`src/common/spc_pkg.sv`:
```
// Purpose: Shared constants for the stop-mode power control block
// Assumes: 50 MHz system clock, one clock domain
// Notes:   Counts are in oscillator clock cycles
package spc_pkg;
	localparam int unsigned CLK_PERIOD_NS   = 20;
	localparam int unsigned LONG_DLY_CYC    = 4064;
	localparam int unsigned SHORT_DLY_CYC   = 4;
	localparam logic [15:0] LONG_DLY_CNT    = 16'(LONG_DLY_CYC);
	localparam logic [15:0] SHORT_DLY_CNT   = 16'(SHORT_DLY_CYC);
	localparam logic [3:0]  PSEL_RST        = 4'h5;
	localparam logic [7:0]  WAIT_SP_OFFSET  = 8'h08;
	localparam logic [7:0]  PORT_RST_VAL    = 8'h00;
	localparam logic [3:0]  PORTA_RST_VAL   = 4'h0;

	// Core power states
	typedef enum logic [2:0] {
		SPC_RUN,
		SPC_WAIT,
		SPC_STOP,
		SPC_RECOVER,
		SPC_WAKE
	} spc_state_t;

	// Action requested of the core on wake
	typedef enum logic [1:0] {
		SPC_ACT_NONE,
		SPC_ACT_RESUME,
		SPC_ACT_NONMASKABLE_IRQ_PIN,
		SPC_ACT_IRQ
	} spc_act_t;
endpackage : spc_pkg

```
`src/rtl/spc_sync.sv`:
```
// Purpose: Two-flop synchroniser for asynchronous pin levels
// Assumes: Destination runs on clk_in
// Notes:   First stage is read only by the second stage
`timescale 1ns/10ps
module spc_sync #(
	parameter int unsigned WIDTH = 1
) (
	// Clock and reset
	input  wire logic             clk_in,
	input  wire logic             reset_n_in,
	// Data
	input  wire logic [WIDTH-1:0] async_in,
	input  wire logic [WIDTH-1:0] rst_val_in,
	output logic      [WIDTH-1:0] sync_out
);
	logic [WIDTH-1:0] meta_r;
	logic [WIDTH-1:0] sync_r;

	// A zero-width stage has nothing to carry
	if (WIDTH < 1)
	begin : g_width_chk
		$error("spc_sync needs WIDTH of at least one");
	end

	// Pins idle high, so both stages reset to all ones
	always_ff @(posedge clk_in or negedge reset_n_in)
	begin
		if (!reset_n_in)
		begin
			meta_r <= '1;
			sync_r <= '1;
		end
		else
		begin
			meta_r <= async_in;
			sync_r <= meta_r;
		end
	end

	assign sync_out = sync_r;

	// Tie-off input is unused by the flops on purpose
	logic unused_ok;
	assign unused_ok = &rst_val_in | 1'b1;
endmodule : spc_sync

```
`src/rtl/spc_stop_ctrl.sv`:
```
// Purpose: Stop and wait mode control, wake-up and pin state control
// Assumes: Core supplies instruction strobes and condition code flags
// Notes:   Clock gate output is a level; a real chip needs a glitch-free gate
`timescale 1ns/10ps
module spc_stop_ctrl (
	// Clock and reset
	input  wire logic        clk_in,
	input  wire logic        reset_n_in,
	// Core instruction and flags
	input  wire logic        stop_instr_in,
	input  wire logic        wait_instruction_in,
	input  wire logic        stop_disable_in,
	input  wire logic        nonmaskable_irq_pin_mask_in,
	input  wire logic        irq_mask_in,
	input  wire logic        restart_delay_select_in,
	input  wire logic [15:0] stack_ptr_in,
	input  wire logic        priority_wr_in,
	input  wire logic [3:0]  priority_wdata_in,
	// External pins
	input  wire logic        nonmaskable_irq_pin_n_in,
	input  wire logic        irq_pin_n_in,
	input  wire logic        mode_select_a_pin_in,
	// Core running values for the ports
	input  wire logic        bus_clk_in,
	input  wire logic        addr_strobe_in,
	input  wire logic        strobe_rw_in,
	input  wire logic [3:0]  porta_mid_in,
	input  wire logic [7:0]  portb_in,
	input  wire logic [7:0]  portc_in,
	input  wire logic [15:0] bus_addr_in,
	input  wire logic [7:0]  ddr_portc_in,
	input  wire logic [5:0]  ddr_portd_in,
	input  wire logic        ddr_porta7_in,
	// Control to the core
	output logic             clk_gate_en_out,
	output logic             osc_en_out,
	output logic             core_hold_out,
	output logic             stop_active_out,
	output logic             wait_active_out,
	output logic             stop_nop_out,
	output logic             wake_valid_out,
	output spc_pkg::spc_act_t wake_act_out,
	output logic             irq_unmasked_out,
	output logic [3:0]       priority_select_field_out,
	output logic             expanded_out,
	// Pin drive
	output logic             bus_clk_out,
	output logic             addr_strobe_output_out,
	output logic             strobe_or_read_write_output_out,
	output logic [3:0]       porta_mid_out,
	output logic [7:0]       portb_out,
	output logic [7:0]       portc_out,
	output logic [7:0]       portc_oe_n_out,
	output logic [5:0]       portd_oe_n_out,
	output logic             porta7_oe_n_out
);
	spc_pkg::spc_state_t state_r, state_nxt;
	logic [15:0] cnt_r, cnt_nxt;
	logic [7:0]  wait_sp_r;
	logic        nonmaskable_irq_pin_sync, irq_sync;
	logic [1:0]  pin_sync;
	logic        mode_exp_r;
	logic        rst_phase_r;
	logic        nonmaskable_irq_pin_mask_at_wake_r;
	logic        wake_src_x_r;
	logic [3:0]  psel_r;
	logic [7:0]  held_portb_r;
	logic [3:0]  held_porta_r;
	logic        held_strb_r;

	// Pins arrive asynchronously
	spc_sync #(.WIDTH(2)) u_sync (
		.clk_in     (clk_in),
		.reset_n_in (reset_n_in),
		.async_in   ({nonmaskable_irq_pin_n_in, irq_pin_n_in}),
		.rst_val_in (2'h3),
		.sync_out   (pin_sync)
	);

	// Wake sources
	logic nonmaskable_irq_pin_wake;
	logic irq_wake;
	logic stop_go;
	logic [15:0] dly_load;
	assign nonmaskable_irq_pin_sync = pin_sync[1];
	assign irq_sync  = pin_sync[0];
	assign nonmaskable_irq_pin_wake = !nonmaskable_irq_pin_sync;
	assign irq_wake  = !irq_sync && !irq_mask_in;
	assign stop_go   = stop_instr_in && !stop_disable_in;
	assign stop_nop_out = stop_instr_in && stop_disable_in &&
		(state_r == spc_pkg::SPC_RUN);
	assign dly_load  = restart_delay_select_in ?
		spc_pkg::LONG_DLY_CNT : spc_pkg::SHORT_DLY_CNT;
	assign irq_unmasked_out = !irq_mask_in;
	// Next-state logic
	always_comb
	begin
		state_nxt = state_r;
		cnt_nxt   = cnt_r;
		case (state_r)
			spc_pkg::SPC_RUN:
			begin
				if (stop_go)
					state_nxt = spc_pkg::SPC_STOP;
				else if (wait_instruction_in)
					state_nxt = spc_pkg::SPC_WAIT;
			end
			spc_pkg::SPC_WAIT:
			begin
				if (nonmaskable_irq_pin_wake || irq_wake)
					state_nxt = spc_pkg::SPC_WAKE;
			end
			spc_pkg::SPC_STOP:
			begin
				if (nonmaskable_irq_pin_wake || irq_wake)
				begin
					state_nxt = spc_pkg::SPC_RECOVER;
					cnt_nxt   = dly_load - 16'h0001;
				end
			end
			spc_pkg::SPC_RECOVER:
			begin
				if (cnt_r == 16'h0000)
					state_nxt = spc_pkg::SPC_WAKE;
				else
					cnt_nxt = cnt_r - 16'h0001;
			end
			spc_pkg::SPC_WAKE:
				state_nxt = spc_pkg::SPC_RUN;
			default:
				state_nxt = spc_pkg::SPC_RUN;
		endcase
	end

	// State, counter; reset ends any mode and restarts at run
	always_ff @(posedge clk_in or negedge reset_n_in)
	begin
		if (!reset_n_in)
		begin
			state_r <= spc_pkg::SPC_RUN;
			cnt_r   <= 16'h0000;
		end
		else
		begin
			state_r <= state_nxt;
			cnt_r   <= cnt_nxt;
		end
	end

	// Capture wake source and mask at the moment of wake
	always_ff @(posedge clk_in or negedge reset_n_in)
	begin
		if (!reset_n_in)
		begin
			wake_src_x_r        <= 1'b0;
			nonmaskable_irq_pin_mask_at_wake_r <= 1'b1;
		end
		else if ((state_r == spc_pkg::SPC_STOP ||
			state_r == spc_pkg::SPC_WAIT) && (nonmaskable_irq_pin_wake || irq_wake))
		begin
			wake_src_x_r        <= nonmaskable_irq_pin_wake;
			nonmaskable_irq_pin_mask_at_wake_r <= nonmaskable_irq_pin_mask_in;
		end
	end

	// Wake action decode; the nonmaskable source wins when both pins are low
	logic wake_now;
	assign wake_now       = (state_r == spc_pkg::SPC_WAKE);
	assign wake_valid_out = wake_now;
	assign wake_act_out   = !wake_now ? spc_pkg::SPC_ACT_NONE :
		(!wake_src_x_r ? spc_pkg::SPC_ACT_IRQ :
		(nonmaskable_irq_pin_mask_at_wake_r ? spc_pkg::SPC_ACT_RESUME :
		spc_pkg::SPC_ACT_NONMASKABLE_IRQ_PIN));
	// Clock and oscillator gating
	logic in_stop;
	assign in_stop         = (state_r == spc_pkg::SPC_STOP);
	assign clk_gate_en_out = !in_stop &&
		(state_r != spc_pkg::SPC_RECOVER);
	assign osc_en_out      = !in_stop;
	assign core_hold_out   = (state_r != spc_pkg::SPC_RUN);
	assign stop_active_out = in_stop;
	assign wait_active_out = (state_r == spc_pkg::SPC_WAIT);
	// Mode strap caught on the first edge after reset release
	always_ff @(posedge clk_in or negedge reset_n_in)
	begin
		if (!reset_n_in)
		begin
			rst_phase_r <= 1'b1;
			mode_exp_r  <= 1'b0;
		end
		else
		begin
			rst_phase_r <= 1'b0;
			if (rst_phase_r)
				mode_exp_r <= mode_select_a_pin_in;
		end
	end
	assign expanded_out = mode_exp_r;
	// Priority field; software write only while masked
	always_ff @(posedge clk_in or negedge reset_n_in)
	begin
		if (!reset_n_in)
			psel_r <= spc_pkg::PSEL_RST;
		else if (priority_wr_in && irq_mask_in)
			psel_r <= priority_wdata_in;
	end
	assign priority_select_field_out = psel_r;
	// Stack pointer capture at wait entry
	always_ff @(posedge clk_in or negedge reset_n_in)
	begin
		if (!reset_n_in)
			wait_sp_r <= spc_pkg::PORT_RST_VAL;
		else if (state_r == spc_pkg::SPC_RUN && wait_instruction_in &&
			!stop_go)
			wait_sp_r <= stack_ptr_in[7:0] - spc_pkg::WAIT_SP_OFFSET;
	end

	// Held single-chip outputs; updated only while running
	logic low_power;
	assign low_power = (state_r != spc_pkg::SPC_RUN);
	always_ff @(posedge clk_in or negedge reset_n_in)
	begin
		if (!reset_n_in)
		begin
			held_portb_r <= spc_pkg::PORT_RST_VAL;
			held_porta_r <= spc_pkg::PORTA_RST_VAL;
			held_strb_r  <= 1'b0;
		end
		else if (!low_power)
		begin
			held_portb_r <= portb_in;
			held_porta_r <= porta_mid_in;
			held_strb_r  <= strobe_rw_in;
		end
	end

	// Pin selection; reset phase treated like reset for pin states
	logic in_rst;
	assign in_rst = rst_phase_r;
	assign bus_clk_out = in_stop ? 1'b0 : bus_clk_in;
	assign addr_strobe_output_out = (mode_exp_r && !in_stop) ?
		addr_strobe_in : 1'b0;
	assign strobe_or_read_write_output_out = in_rst ? 1'b0 :
		(mode_exp_r ? 1'b1 : held_strb_r);
	assign porta_mid_out = in_rst ? spc_pkg::PORTA_RST_VAL :
		held_porta_r;
	assign portb_out = mode_exp_r ? bus_addr_in[15:8] :
		(in_rst ? spc_pkg::PORT_RST_VAL : held_portb_r);
	assign portc_out = !mode_exp_r ? portc_in :
		(wait_active_out ? wait_sp_r :
		(in_stop ? bus_addr_in[7:0] : portc_in));
	assign portc_oe_n_out = mode_exp_r ? 8'h00 :
		(in_rst ? 8'hFF : ~ddr_portc_in);
	assign portd_oe_n_out  = in_rst ? 6'h3F : ~ddr_portd_in;
	assign porta7_oe_n_out = in_rst ? 1'b1 : ~ddr_porta7_in;
	// Checks
	property p_stop_clk;
		@(posedge clk_in) disable iff (!reset_n_in)
		in_stop |-> !clk_gate_en_out && !osc_en_out && !bus_clk_out;
	endproperty
	a_stop_clk: assert property (p_stop_clk) else $error("clocks run");
	property p_nop_stop;
		@(posedge clk_in) disable iff (!reset_n_in)
		(state_r == spc_pkg::SPC_RUN && stop_instr_in && stop_disable_in)
		|=> state_r != spc_pkg::SPC_STOP;
	endproperty
	a_nop_stop: assert property (p_nop_stop) else $error("stop not nop");
	property p_stop_enter;
		@(posedge clk_in) disable iff (!reset_n_in)
		(state_r == spc_pkg::SPC_RUN && stop_go) |=> in_stop;
	endproperty
	a_stop_enter: assert property (p_stop_enter) else $error("no stop");
	property p_stay_stop;
		@(posedge clk_in) disable iff (!reset_n_in)
		(in_stop && !nonmaskable_irq_pin_wake && !irq_wake) |=> in_stop;
	endproperty
	a_stay_stop: assert property (p_stay_stop) else $error("bad exit");
	property p_short_dly;
		@(posedge clk_in) disable iff (!reset_n_in)
		(in_stop && nonmaskable_irq_pin_wake && !restart_delay_select_in)
		|=> (state_r == spc_pkg::SPC_RECOVER) [*4] ##1 wake_now;
	endproperty
	a_short_dly: assert property (p_short_dly) else $error("short dly");
	property p_long_dly;
		@(posedge clk_in) disable iff (!reset_n_in)
		(in_stop && (nonmaskable_irq_pin_wake || irq_wake) && restart_delay_select_in)
		|=> !wake_now [*8];
	endproperty
	a_long_dly: assert property (p_long_dly) else $error("long dly");
	property p_nonmaskable_irq_pin_svc;
		@(posedge clk_in) disable iff (!reset_n_in)
		(in_stop && nonmaskable_irq_pin_wake && !nonmaskable_irq_pin_mask_in && !restart_delay_select_in)
		|=> ##4 wake_act_out == spc_pkg::SPC_ACT_NONMASKABLE_IRQ_PIN;
	endproperty
	a_nonmaskable_irq_pin_svc: assert property (p_nonmaskable_irq_pin_svc) else $error("nonmaskable_irq_pin svc");
	property p_nonmaskable_irq_pin_res;
		@(posedge clk_in) disable iff (!reset_n_in)
		(in_stop && nonmaskable_irq_pin_wake && nonmaskable_irq_pin_mask_in && !restart_delay_select_in)
		|=> ##4 wake_act_out == spc_pkg::SPC_ACT_RESUME;
	endproperty
	a_nonmaskable_irq_pin_res: assert property (p_nonmaskable_irq_pin_res) else $error("nonmaskable_irq_pin res");
	property p_as_stop;
		@(posedge clk_in) disable iff (!reset_n_in)
		in_stop |-> !addr_strobe_output_out;
	endproperty
	a_as_stop: assert property (p_as_stop) else $error("strobe in stop");
	property p_wait_sp;
		@(posedge clk_in) disable iff (!reset_n_in)
		(state_r == spc_pkg::SPC_RUN && wait_instruction_in && !stop_go)
		|=> wait_sp_r == $past(stack_ptr_in[7:0]) - 8'h08;
	endproperty
	a_wait_sp: assert property (p_wait_sp) else $error("sp-8");
	c_stop_wake: cover property (@(posedge clk_in) disable iff (!reset_n_in)
		in_stop ##[1:20] wake_now);
	c_wait_wake: cover property (@(posedge clk_in) disable iff (!reset_n_in)
		wait_active_out ##1 wake_now);
	c_nop: cover property (@(posedge clk_in) disable iff (!reset_n_in)
		stop_nop_out);
endmodule : spc_stop_ctrl

```
`config.mk`:
```
export PLATFORM = sky130hd
export DESIGN_NAME = spc_stop_ctrl
export DESIGN_NICKNAME = d
export VERILOG_FILES = /design/src/common/spc_pkg.sv /design/src/rtl/spc_sync.sv /design/src/rtl/spc_stop_ctrl.sv
export SDC_FILE = /design/constraint.sdc
export NUM_CORES = 1
export LEC_CHECK = 0
export ABC_AREA = 1
export BUFFER_PORTS_ARGS = -buffer_cell sky130_fd_sc_hd__clkbuf_2
export CAP_MARGIN = 10
export CORE_MARGIN = 2
export CORE_UTILIZATION = 45
export CTS_CLUSTER_DIAMETER = 30
export DETAILED_ROUTE_END_ITERATION = 7
export PLACE_DENSITY = 0.81
export RECOVER_POWER = 25
export SLEW_MARGIN = 20
export SYNTH_ARGS = -nofsm -noshare
export SYNTH_HDL_FRONTEND = slang
export SYNTH_HIERARCHICAL = 1
export SYNTH_SLANG_ARGS = --single-unit
```
`constraint.sdc`:
```
create_clock -name clk_in -period 2.2 [get_ports clk_in]
set_input_delay 0.66 -clock clk_in [delete_from_list [all_inputs] [get_ports clk_in]]
set_output_delay 0.66 -clock clk_in [all_outputs]
set_load 0.01 [all_outputs]
```
Word-level counts from Yosys, hierarchy flattened:

Cells that the tools add are included.

* memories kept: 0
* input port bits: 86
* bits in latches: 0
* memory bits (read-only): 0
* register bits after elaboration: 52
* bits in writable memories: 0

* shift-type cells: 0
* muxes and demuxes: 27
* div/mod/pow operators: 0
* bitwise operators: 3
* add/subtract/negate cells: 3
* magnitude comparators: 0
* reductions and logical operators: 24
* equality and inequality tests: 10
* multipliers: 0

Operator list (number)
* 2-to-1 mux 8 bit: 7
* 2-to-1 mux 16 bit: 2
* one-hot mux 16 bit (2 select lines): 1
* logical NOT 16 bit: 1
* subtractor 16 x 1 -> 16 bit (second input constant): 1
* 2-to-1 mux 3 bit: 5
* subtractor 12 x 1 -> 13 bit (second input constant): 1
* 2-to-1 mux 12 bit: 1
* one-hot mux 3 bit (4 select lines): 1
* logical AND 1 bit: 10
* NOT 8 bit: 1
* subtractor 8 x 4 -> 8 bit (second input constant): 1
* == test 3 x 2 -> 1 bit (second input constant): 2
* logical NOT 1 bit: 6
* 2-to-1 mux 2 bit: 3
* 2-to-1 mux 6 bit: 1
* NOT 6 bit: 1
* 2-to-1 mux 1 bit: 5
* 2-to-1 mux 4 bit: 1
* inequality test 2 x 1 -> 1 bit (second input constant): 2
* inequality test 2 bit (second input constant): 2
* AND reduction 4 bit: 1
* == test 3 x 1 -> 1 bit (second input constant): 1
* == test 3 bit (second input constant): 1
* other kinds (8): 9

Longest topological paths before layout:

Gate-level depths: netlist of the first run.

* depth in word-level cells: 5
* gate-level depth with buffers: 10
* depth with buffers taken out: 10

Modules after synthesis:

The synthesis of the first run kept the hierarchy.

Modules (own cells, without submodules)
* spc_stop_ctrl: area an instance 3109.2 µm², cells each 388, instances 1
* spc_sync: area an instance 105.1 µm², cells each 4, instances 1

Worst setup path before layout of the first run:

Ideal clock, no wire load.

* path type: flip-flop to output port
* from: reg rst_phase_r, in the netlist in_rst
* to: out portc_oe_n_out[4]
* data arrival time: 1.265 ns
* buffers on the path: 2
* setup slack: 0.275 ns
* required time: 1.540 ns
* stages on the path, launching flop included: 5
* path through: dfstp_2 -> clkbuf_1 -> inv_1 -> clkbuf_1 -> a21oi_1

* cells in the longest elaborated chain, start to end: 2

RTL lines
* start, declared: line spc_stop_ctrl.sv:63 `logic rst_phase_r;`
* start signal, assigned: line spc_stop_ctrl.sv:188 `rst_phase_r <= 1'b1;`
* start signal, assigned: line spc_stop_ctrl.sv:193 `rst_phase_r <= 1'b0;`
* 2-to-1 mux 8 bit: line spc_stop_ctrl.sv:253 `(in_rst ? 8'hFF : ~ddr_portc_in);`
* 2-to-1 mux 8 bit: line spc_stop_ctrl.sv:252 `assign portc_oe_n_out = mode_exp_r ? 8'h00 :`
* end, declared: line spc_stop_ctrl.sv:53 `output logic [7:0] portc_oe_n_out,`

Every way passes these cells.

Worst setup path after layout of the first run:

* from: reg state_r[2]
* to: out portc_out[6]

* cells in the longest elaborated chain, start to end: 4
* elaborated cells on any way between the ends: 5

RTL lines
* start, declared: line spc_stop_ctrl.sv:57 `spc_pkg::spc_state_t state_r, state_nxt;`
* start signal, assigned: line spc_stop_ctrl.sv:140 `state_r <= spc_pkg::SPC_RUN;`
* start signal, assigned: line spc_stop_ctrl.sv:145 `state_r <= state_nxt;`
* == test 3 x 2 -> 1 bit: line spc_stop_ctrl.sv:176 `assign in_stop = (state_r == spc_pkg::SPC_STOP);`
* 2-to-1 mux 8 bit: line spc_stop_ctrl.sv:251 `(in_stop ? bus_addr_in[7:0] : portc_in));`
* 2-to-1 mux 8 bit *: line spc_stop_ctrl.sv:250 `(wait_active_out ? wait_sp_r :`
* 2-to-1 mux 8 bit *: line spc_stop_ctrl.sv:249 `assign portc_out = !mode_exp_r ? portc_in :`
* end, declared: line spc_stop_ctrl.sv:52 `output logic [7:0] portc_out,`

Every way passes the cells marked *; elsewhere a longest branch is shown, timed or not.

==> results of run 1 <==
## registers in the layout, summed over array words and instances (netlist names)
register and cells:
nonmaskable_irq_pin_mask_at_wake_r 1, u_sync/sync_out 2, priority_select_field_out 4, wait_sp_r 8, cnt_r 16, held_porta_r 4
wake_src_x_r 1, held_portb_r 8, state_r 3, held_strb_r 1, in_rst 1, expanded_out 1
u_sync/meta_r 2
## cells in the final DEF, fill, tap and decap left out, types with 2 or more instances in the layout
| master | instances |
|---|---|
| buf_4 | 12 |
| inv_4 | 2 |
| xor2_1 | 2 |
| clkinvlp_4 | 2 |
| o21ai_0 | 5 |
| xnor2_1 | 2 |
| dfstp_2 | 8 |
| nor2_1 | 43 |
| ha_1 | 2 |
| nor3_1 | 2 |
| o22ai_2 | 6 |
| o21ai_1 | 4 |
| inv_2 | 4 |
| nor2_4 | 8 |
| dfrtp_1 | 43 |
| clkbuf_1 | 2 |
| nor2_2 | 2 |
| nand2_1 | 82 |
| clkbuf_2 | 129 |
| a21oi_1 | 24 |
| nand3_1 | 21 |
| clkinv_4 | 2 |
| nand2_2 | 10 |
| clkbuf_8 | 5 |
| o22ai_1 | 2 |
| buf_6 | 3 |
| nand2_4 | 7 |
| inv_1 | 45 |
| mux2_2 | 16 |
| o21ai_2 | 18 |
| a22o_1 | 8 |
## per-stage QoR
stage          std cells  power (µW)  area [µm²]
3_5_place_dp         611        4040        3950
5_1_grt              631        5340        4230
3_3_place_gp         611        3950        3950
6_report             631        4980        4230
4_1_cts              627        4830        4140
2_1_floorplan        391        3400        3210
## routing by layer
layer,track usage (%),share of wire (%),up-vias
met1,24.7,39,1474
met4,7.85,1.4,0
met5,0,0,-
met2,38.4,53,106
met3,5.60,6.0,14
li1,-,-,1536
## timing repair
item / CTS / global route
setup endpoints to repair: 16 / 20
cloned: 0 / 1
setup buffers: 8 / 3
resized for setup: 5 / 18
pin swaps: 5 / 6
## power by group
group	leakage, µW	switching [µW]	internal, µW
clock network	0.0000552	323	338
registers	0.000611	287	1330
logic	0.00156	1570	1130
## worst max path at each step
stage / from / endpoint / slack [ns] / cells past startpoint
final: state_r[2] / portc_out[6] / -0.11 / 8
after floorplan: in_rst / portc_oe_n_out[4] / 0.28 / 4
after global routing: state_r[2] / portc_out[6] / -0.20 / 8
after detailed placement: state_r[2] / portc_out[1] / 0.09 / 8
after CTS: state_r[2] / portc_out[3] / -0.11 / 8
after global placement: state_r[2] / portc_out[3] / 0.12 / 8
## worst register-to-register path, delay by kind of cell (launching register included)
family	cells	cell delay, ns
buffers and inverters	1	0.16
multiplexers	1	0.39
AND/OR/NAND/NOR	3	0.73
flip-flops	1	0.41
## area by class of cell
cell class,instances,area [µm²]
fillers,591,2600
multi-input cells,273,1660
flip-flops and latches,52,1310
repair buffers,147,798
inverters,54,221
well taps,96,120
clock buffers,6,72.6
clock inverters,2,35.0
repair inverters,1,7.51
==> impl_metrics.csv, run 1 <==
group,metric,value,unit
outcome,status,"finished, violations left",
outcome,violations,"negative setup slack",
logic_synthesis,synthesis.nets,479,
clock_network,cts_buffers,5,
die,num_rows,30,
clock_network,cts_htree_levels,2,
grt,grt_pass1_vias,3018,
placed_design,io_buffers,130,
die,core-area,6830,µm²
clock_network,cts-root-buf,"clkbuf_8",
sta,fin_setup_tns,-0.810,ns
sta,fin_crit_sh,105,%
finish,drive_gt1_share,45.8,%
setup_path,required,1.54,ns
job,max_cap_viol_count,0,
power_and_ir_drop,leakage,0.00223,µW
sta,fmax,433,MHz
finish,diodes,0,
setup_path,cpPeakStageDelay,0.46,ns
routing,vias,3130,
clock_network,cts_tree,"built",
clock_network,clk_path_buf_depth,2,
die,io_pins,139,
setup_path,path_cells,"nor2_4, nand2_8, buf_6, o22ai_2, nand2_1, o21ai_2, inv_1, clkbuf_2",
routing,viasPerCell,4.96,
die,dieArea,7830,µm²
finish,post-route-util,61.9,%
die,die_x,88.5,µm
worst_hold_path,min_path_type,"reg -> reg",
setup_path,rr_worst_depth,5,
sta,post-route-min-period,2.31,ns
grt,grt_overflow,0,
clock_network,postCtsHoldBufs,0,
worst_hold_path,hold_path_depth,0,
routing,wl_per_cell,13.2,µm
setup_path,cp-start-kind,"flip-flop",
finish,area_delta_synth_final,31.8,%
sta,worst_pin_slew,1.01,ns
setup_path,r2r_end,"wait_sp_r[1]",
grt,grt_pass1_wl,13.2,mm
setup_path,r2r_start,"state_r[1]",
sta,setup_ws,-0.109,ns
sta,holdWs,0.362,ns
routing,drc,0,
setup_path,path_max_fanout,7,
logic_synthesis,mappedNetlistArea,3210,µm²
setup_path,path_buf_inv,3,
worst_hold_path,hold_start,"u_sync/meta_r[1]",
routing,wl,8.31,mm
routing,postRouteAntennaNets,0,
grt,grt_usage,21.5,%
finish,nets,622,
setup_path,path_class,"reg -> out",
clock_network,cts.sinks,52,
placed_design,post-dp-hpwl,6.30,mm
sta,setup_viol,11,
logic_synthesis,ys.warnings.count,6,
die,initial_core_util,47.0,%
grt,grt_max_degree,36,
setup_path,crit_family,"flip-flops",
logic_synthesis,syn_avg_cell_area,8.21,µm²
grt,antenna_found_initial,0,
routing,drtPass1Iterations,5,
routing,first_iter_violations,89,
sta,fin_skew,0.00778,ns
sta,hold_viol_final,0,
setup_path,crit_slowest_cell,"dfrtp_2",
logic_synthesis,syn_inst,391,
setup_path,reg2reg_slack,0.40,ns
power_and_ir_drop,power_density,1180,nW/µm²
sta,slew_headroom,32.5,%
sta,maxSlewViolCount,0,
setup_path,critPathCaptureType,"output pin",
clock_network,clk-insertion-delay-late,0.31,ns
setup_path,worst_ep_arrival_time,1.65,ns
power_and_ir_drop,irDropWorstVdd,0.000578,V
die,die_h,88.5,µm
sta,rsz0062_at_grt,"true",
clock_network,clkTransAtPathRegs,0.09,ns
placed_design,dp_worst_setup_slack,0.0946,ns
placed_design,gp_congestion,0.931,
worst_hold_path,hold_path_end,"u_sync/sync_out[1]",
No activity file was read; power rests on OpenSTA's default activity.
==> run 2: changes to the inputs <==
SETUP_SLACK_MARGIN = 0.15   (was unset)
==> run 2 against run 1 <==
  * The run still ends with negative setup slack left
  * Flip-flop and latch count unchanged
  * Routed wire length increased by 6.9%
  * Die area unchanged
  * Critical endpoint is now portc_out[2]
  * Clock skew increased by 0.0026 ns
  * Clock-buffer cell count unchanged
  * Combinational power increased by 4%
  * Hold slack about the same
  * Fmax decreased by 0.25%
  * Total power increased by 2.6%
  * Register-to-register slack improved by 0.03 ns
==> impl_metrics.csv, run 2 (synthesis results as in run 1) <==
group,metric,value,unit
outcome,status,"finished, violations left",
outcome,violations,"negative setup slack",
power_and_ir_drop,power_density,1170,nW/µm²
die,die_h,88.5,µm
placed_design,post-dp-hpwl,6.30,mm
setup_path,required,1.54,ns
clock_network,cts_tree,"built",
finish,layout_common_cells,"106 x clkbuf_2, 80 x nand2_1, 44 x inv_1",
grt,grt_pass1_vias,3054,
placed_design,dp_worst_setup_slack,0.0946,ns
grt,antenna_found_initial,0,
routing,vias,3173,
finish,seq_area,1310,µm²
setup_path,worst_ep_arrival_time,1.66,ns
routing,drc,0,
clock_network,cts_buffers,5,
die,dieArea,7830,µm²
finish,multi_input_area,1730,µm²
routing,drtPass1Iterations,4,
grt,grt_pass1_wl,13.3,mm
setup_path,setup.worst_path.start,"state_r[2]",
power_and_ir_drop,leakage,0.00228,µW
worst_hold_path,hold_path_depth,0,
sta,fmax,432,MHz
sta,setup_viol,10,
finish,drive_gt1_share,49.1,%
placed_design,io_buffers,130,
clock_network,clkTransAtPathRegs,0.10,ns
sta,hold_viol_final,0,
grt,grt_overflow,0,
finish,mostFrequentLayoutCell,"clkbuf_2",
finish,largest_reg_flops,16,
routing,wl,8.88,mm
grt,grt_usage,21.7,%
die,num_rows,30,
setup_path,path_max_fanout,4,
finish,nFillCells,555,
clock_network,cts.sinks,52,
sta,slew_headroom,32.1,%
routing,first_iter_violations,126,
clock_network,clk-insertion-delay-late,0.31,ns
finish,top_register,"cnt_r",
setup_path,critPathCaptureType,"output pin",
die,io_pins,139,
sta,post-route-min-period,2.32,ns
clock_network,cts_htree_levels,2,
worst_hold_path,min_path_type,"reg -> reg",
setup_path,cp-start-kind,"flip-flop",
setup_path,rr_worst_depth,5,
routing,wl_per_cell,13.9,µm
die,core-area,6830,µm²
sta,rsz0062_at_grt,"true",
placed_design,gp_congestion,0.931,
setup_path,r2r_start,"state_r[1]",
sta,fin_crit_sh,105,%
finish,post-route-util,64.2,%
clock_network,clk_path_buf_depth,2,
finish,area_delta_synth_final,36.6,%
sta,worst_pin_slew,1.02,ns
setup_path,path_class,"reg -> out",
clock_network,cts-root-buf,"clkbuf_8",
finish,nets,629,
die,initial_core_util,47.0,%
sta,fin_skew,0.0104,ns
worst_hold_path,hold_start,"u_sync/meta_r[0]",
finish,top_regs,"cnt_r (16), held_portb_r (8), wait_sp_r (8)",
routing,postRouteAntennaNets,0,
finish,diodes,0,
die,die_x,88.5,µm
power_and_ir_drop,irDropWorstVdd,0.000583,V
grt,grt_max_degree,36,
sta,maxSlewViolCount,0,
sta,setup_ws,-0.115,ns
job,max_cap_viol_count,0,
clock_network,postCtsHoldBufs,0,
routing,viasPerCell,4.97,
-- run 2: worst max-delay path, stage by stage (launching register included) --
cell and delay, ns:
dfrtp_2 0.47, nor2_4 0.19, nand2_8 0.08, buf_6 0.13, o22ai_2 0.15, nand2_1 0.09
o21ai_1 0.08, inv_1 0.04, clkbuf_2 0.12
-- run 2: cell type report --
class,count,share of cell area [%]
clock buffer,6,1.66
clock inverter,2,0.799
inverter,54,5.05
multi-input combinational,274,39.4
sequential,52,30.0
tap,96,2.74
timing repair buffer,153,20.2
timing repair inverter,1,0.171
-- run 2: routing by layer --
layer  share of wire, %  global-route usage [%]  routed length, µm
met5                  0                       0                  0
met4                1.7                    8.26                153
met3                5.4                    5.69                477
met2                 54                    39.0               4770
met1                 39                    24.7               3480
-- run 2: path summary, 6_finish.rpt --
kind                                            to  slack (ns)
worst max-delay path                  portc_out[2]       -0.12
worst min-delay path            u_sync/sync_out[0]        0.36
worst max register to register        wait_sp_r[1]        0.43
worst min register to register  u_sync/sync_out[0]        0.36
max in group asynchronous             expanded_out        0.27
min in group asynchronous                 cnt_r[8]        0.49
-- run 2: where the power goes --
part	leakage (µW)	total, µW	switching [µW]	internal (µW)
Combinational	0.00161	2810	1620	1190
Clock	0.0000552	664	325	338
Sequential	0.000611	1630	296	1340
Total	0.00228	5110	2240	2870
-- run 2: stage by stage --
| stage | TNS (ns) | power (µW) | instance area (µm²) | instances | hold slack [ns] |
|---|---|---|---|---|---|
| after floorplan | 0 | 3400 | 3210 | 391 | 0.345 |
| after global placement | 0 | 3950 | 3950 | 611 | 0.347 |
| after detailed placement | 0 | 4040 | 3950 | 611 | 0.348 |
| after CTS | -0.780 | 4860 | 4220 | 630 | 0.304 |
| after global routing | -2.14 | 5450 | 4380 | 638 | 0.367 |
| final | -1.00 | 5110 | 4380 | 638 | 0.362 |
-- run 2: repair_timing --
item / 4_1_cts / 5_1_grt
pin swaps: 14 / 16
setup buffers: 10 / 7
resized for setup: 19 / 50
cloned: 1 / 1
endpoints found under the setup margin: 32 / 42
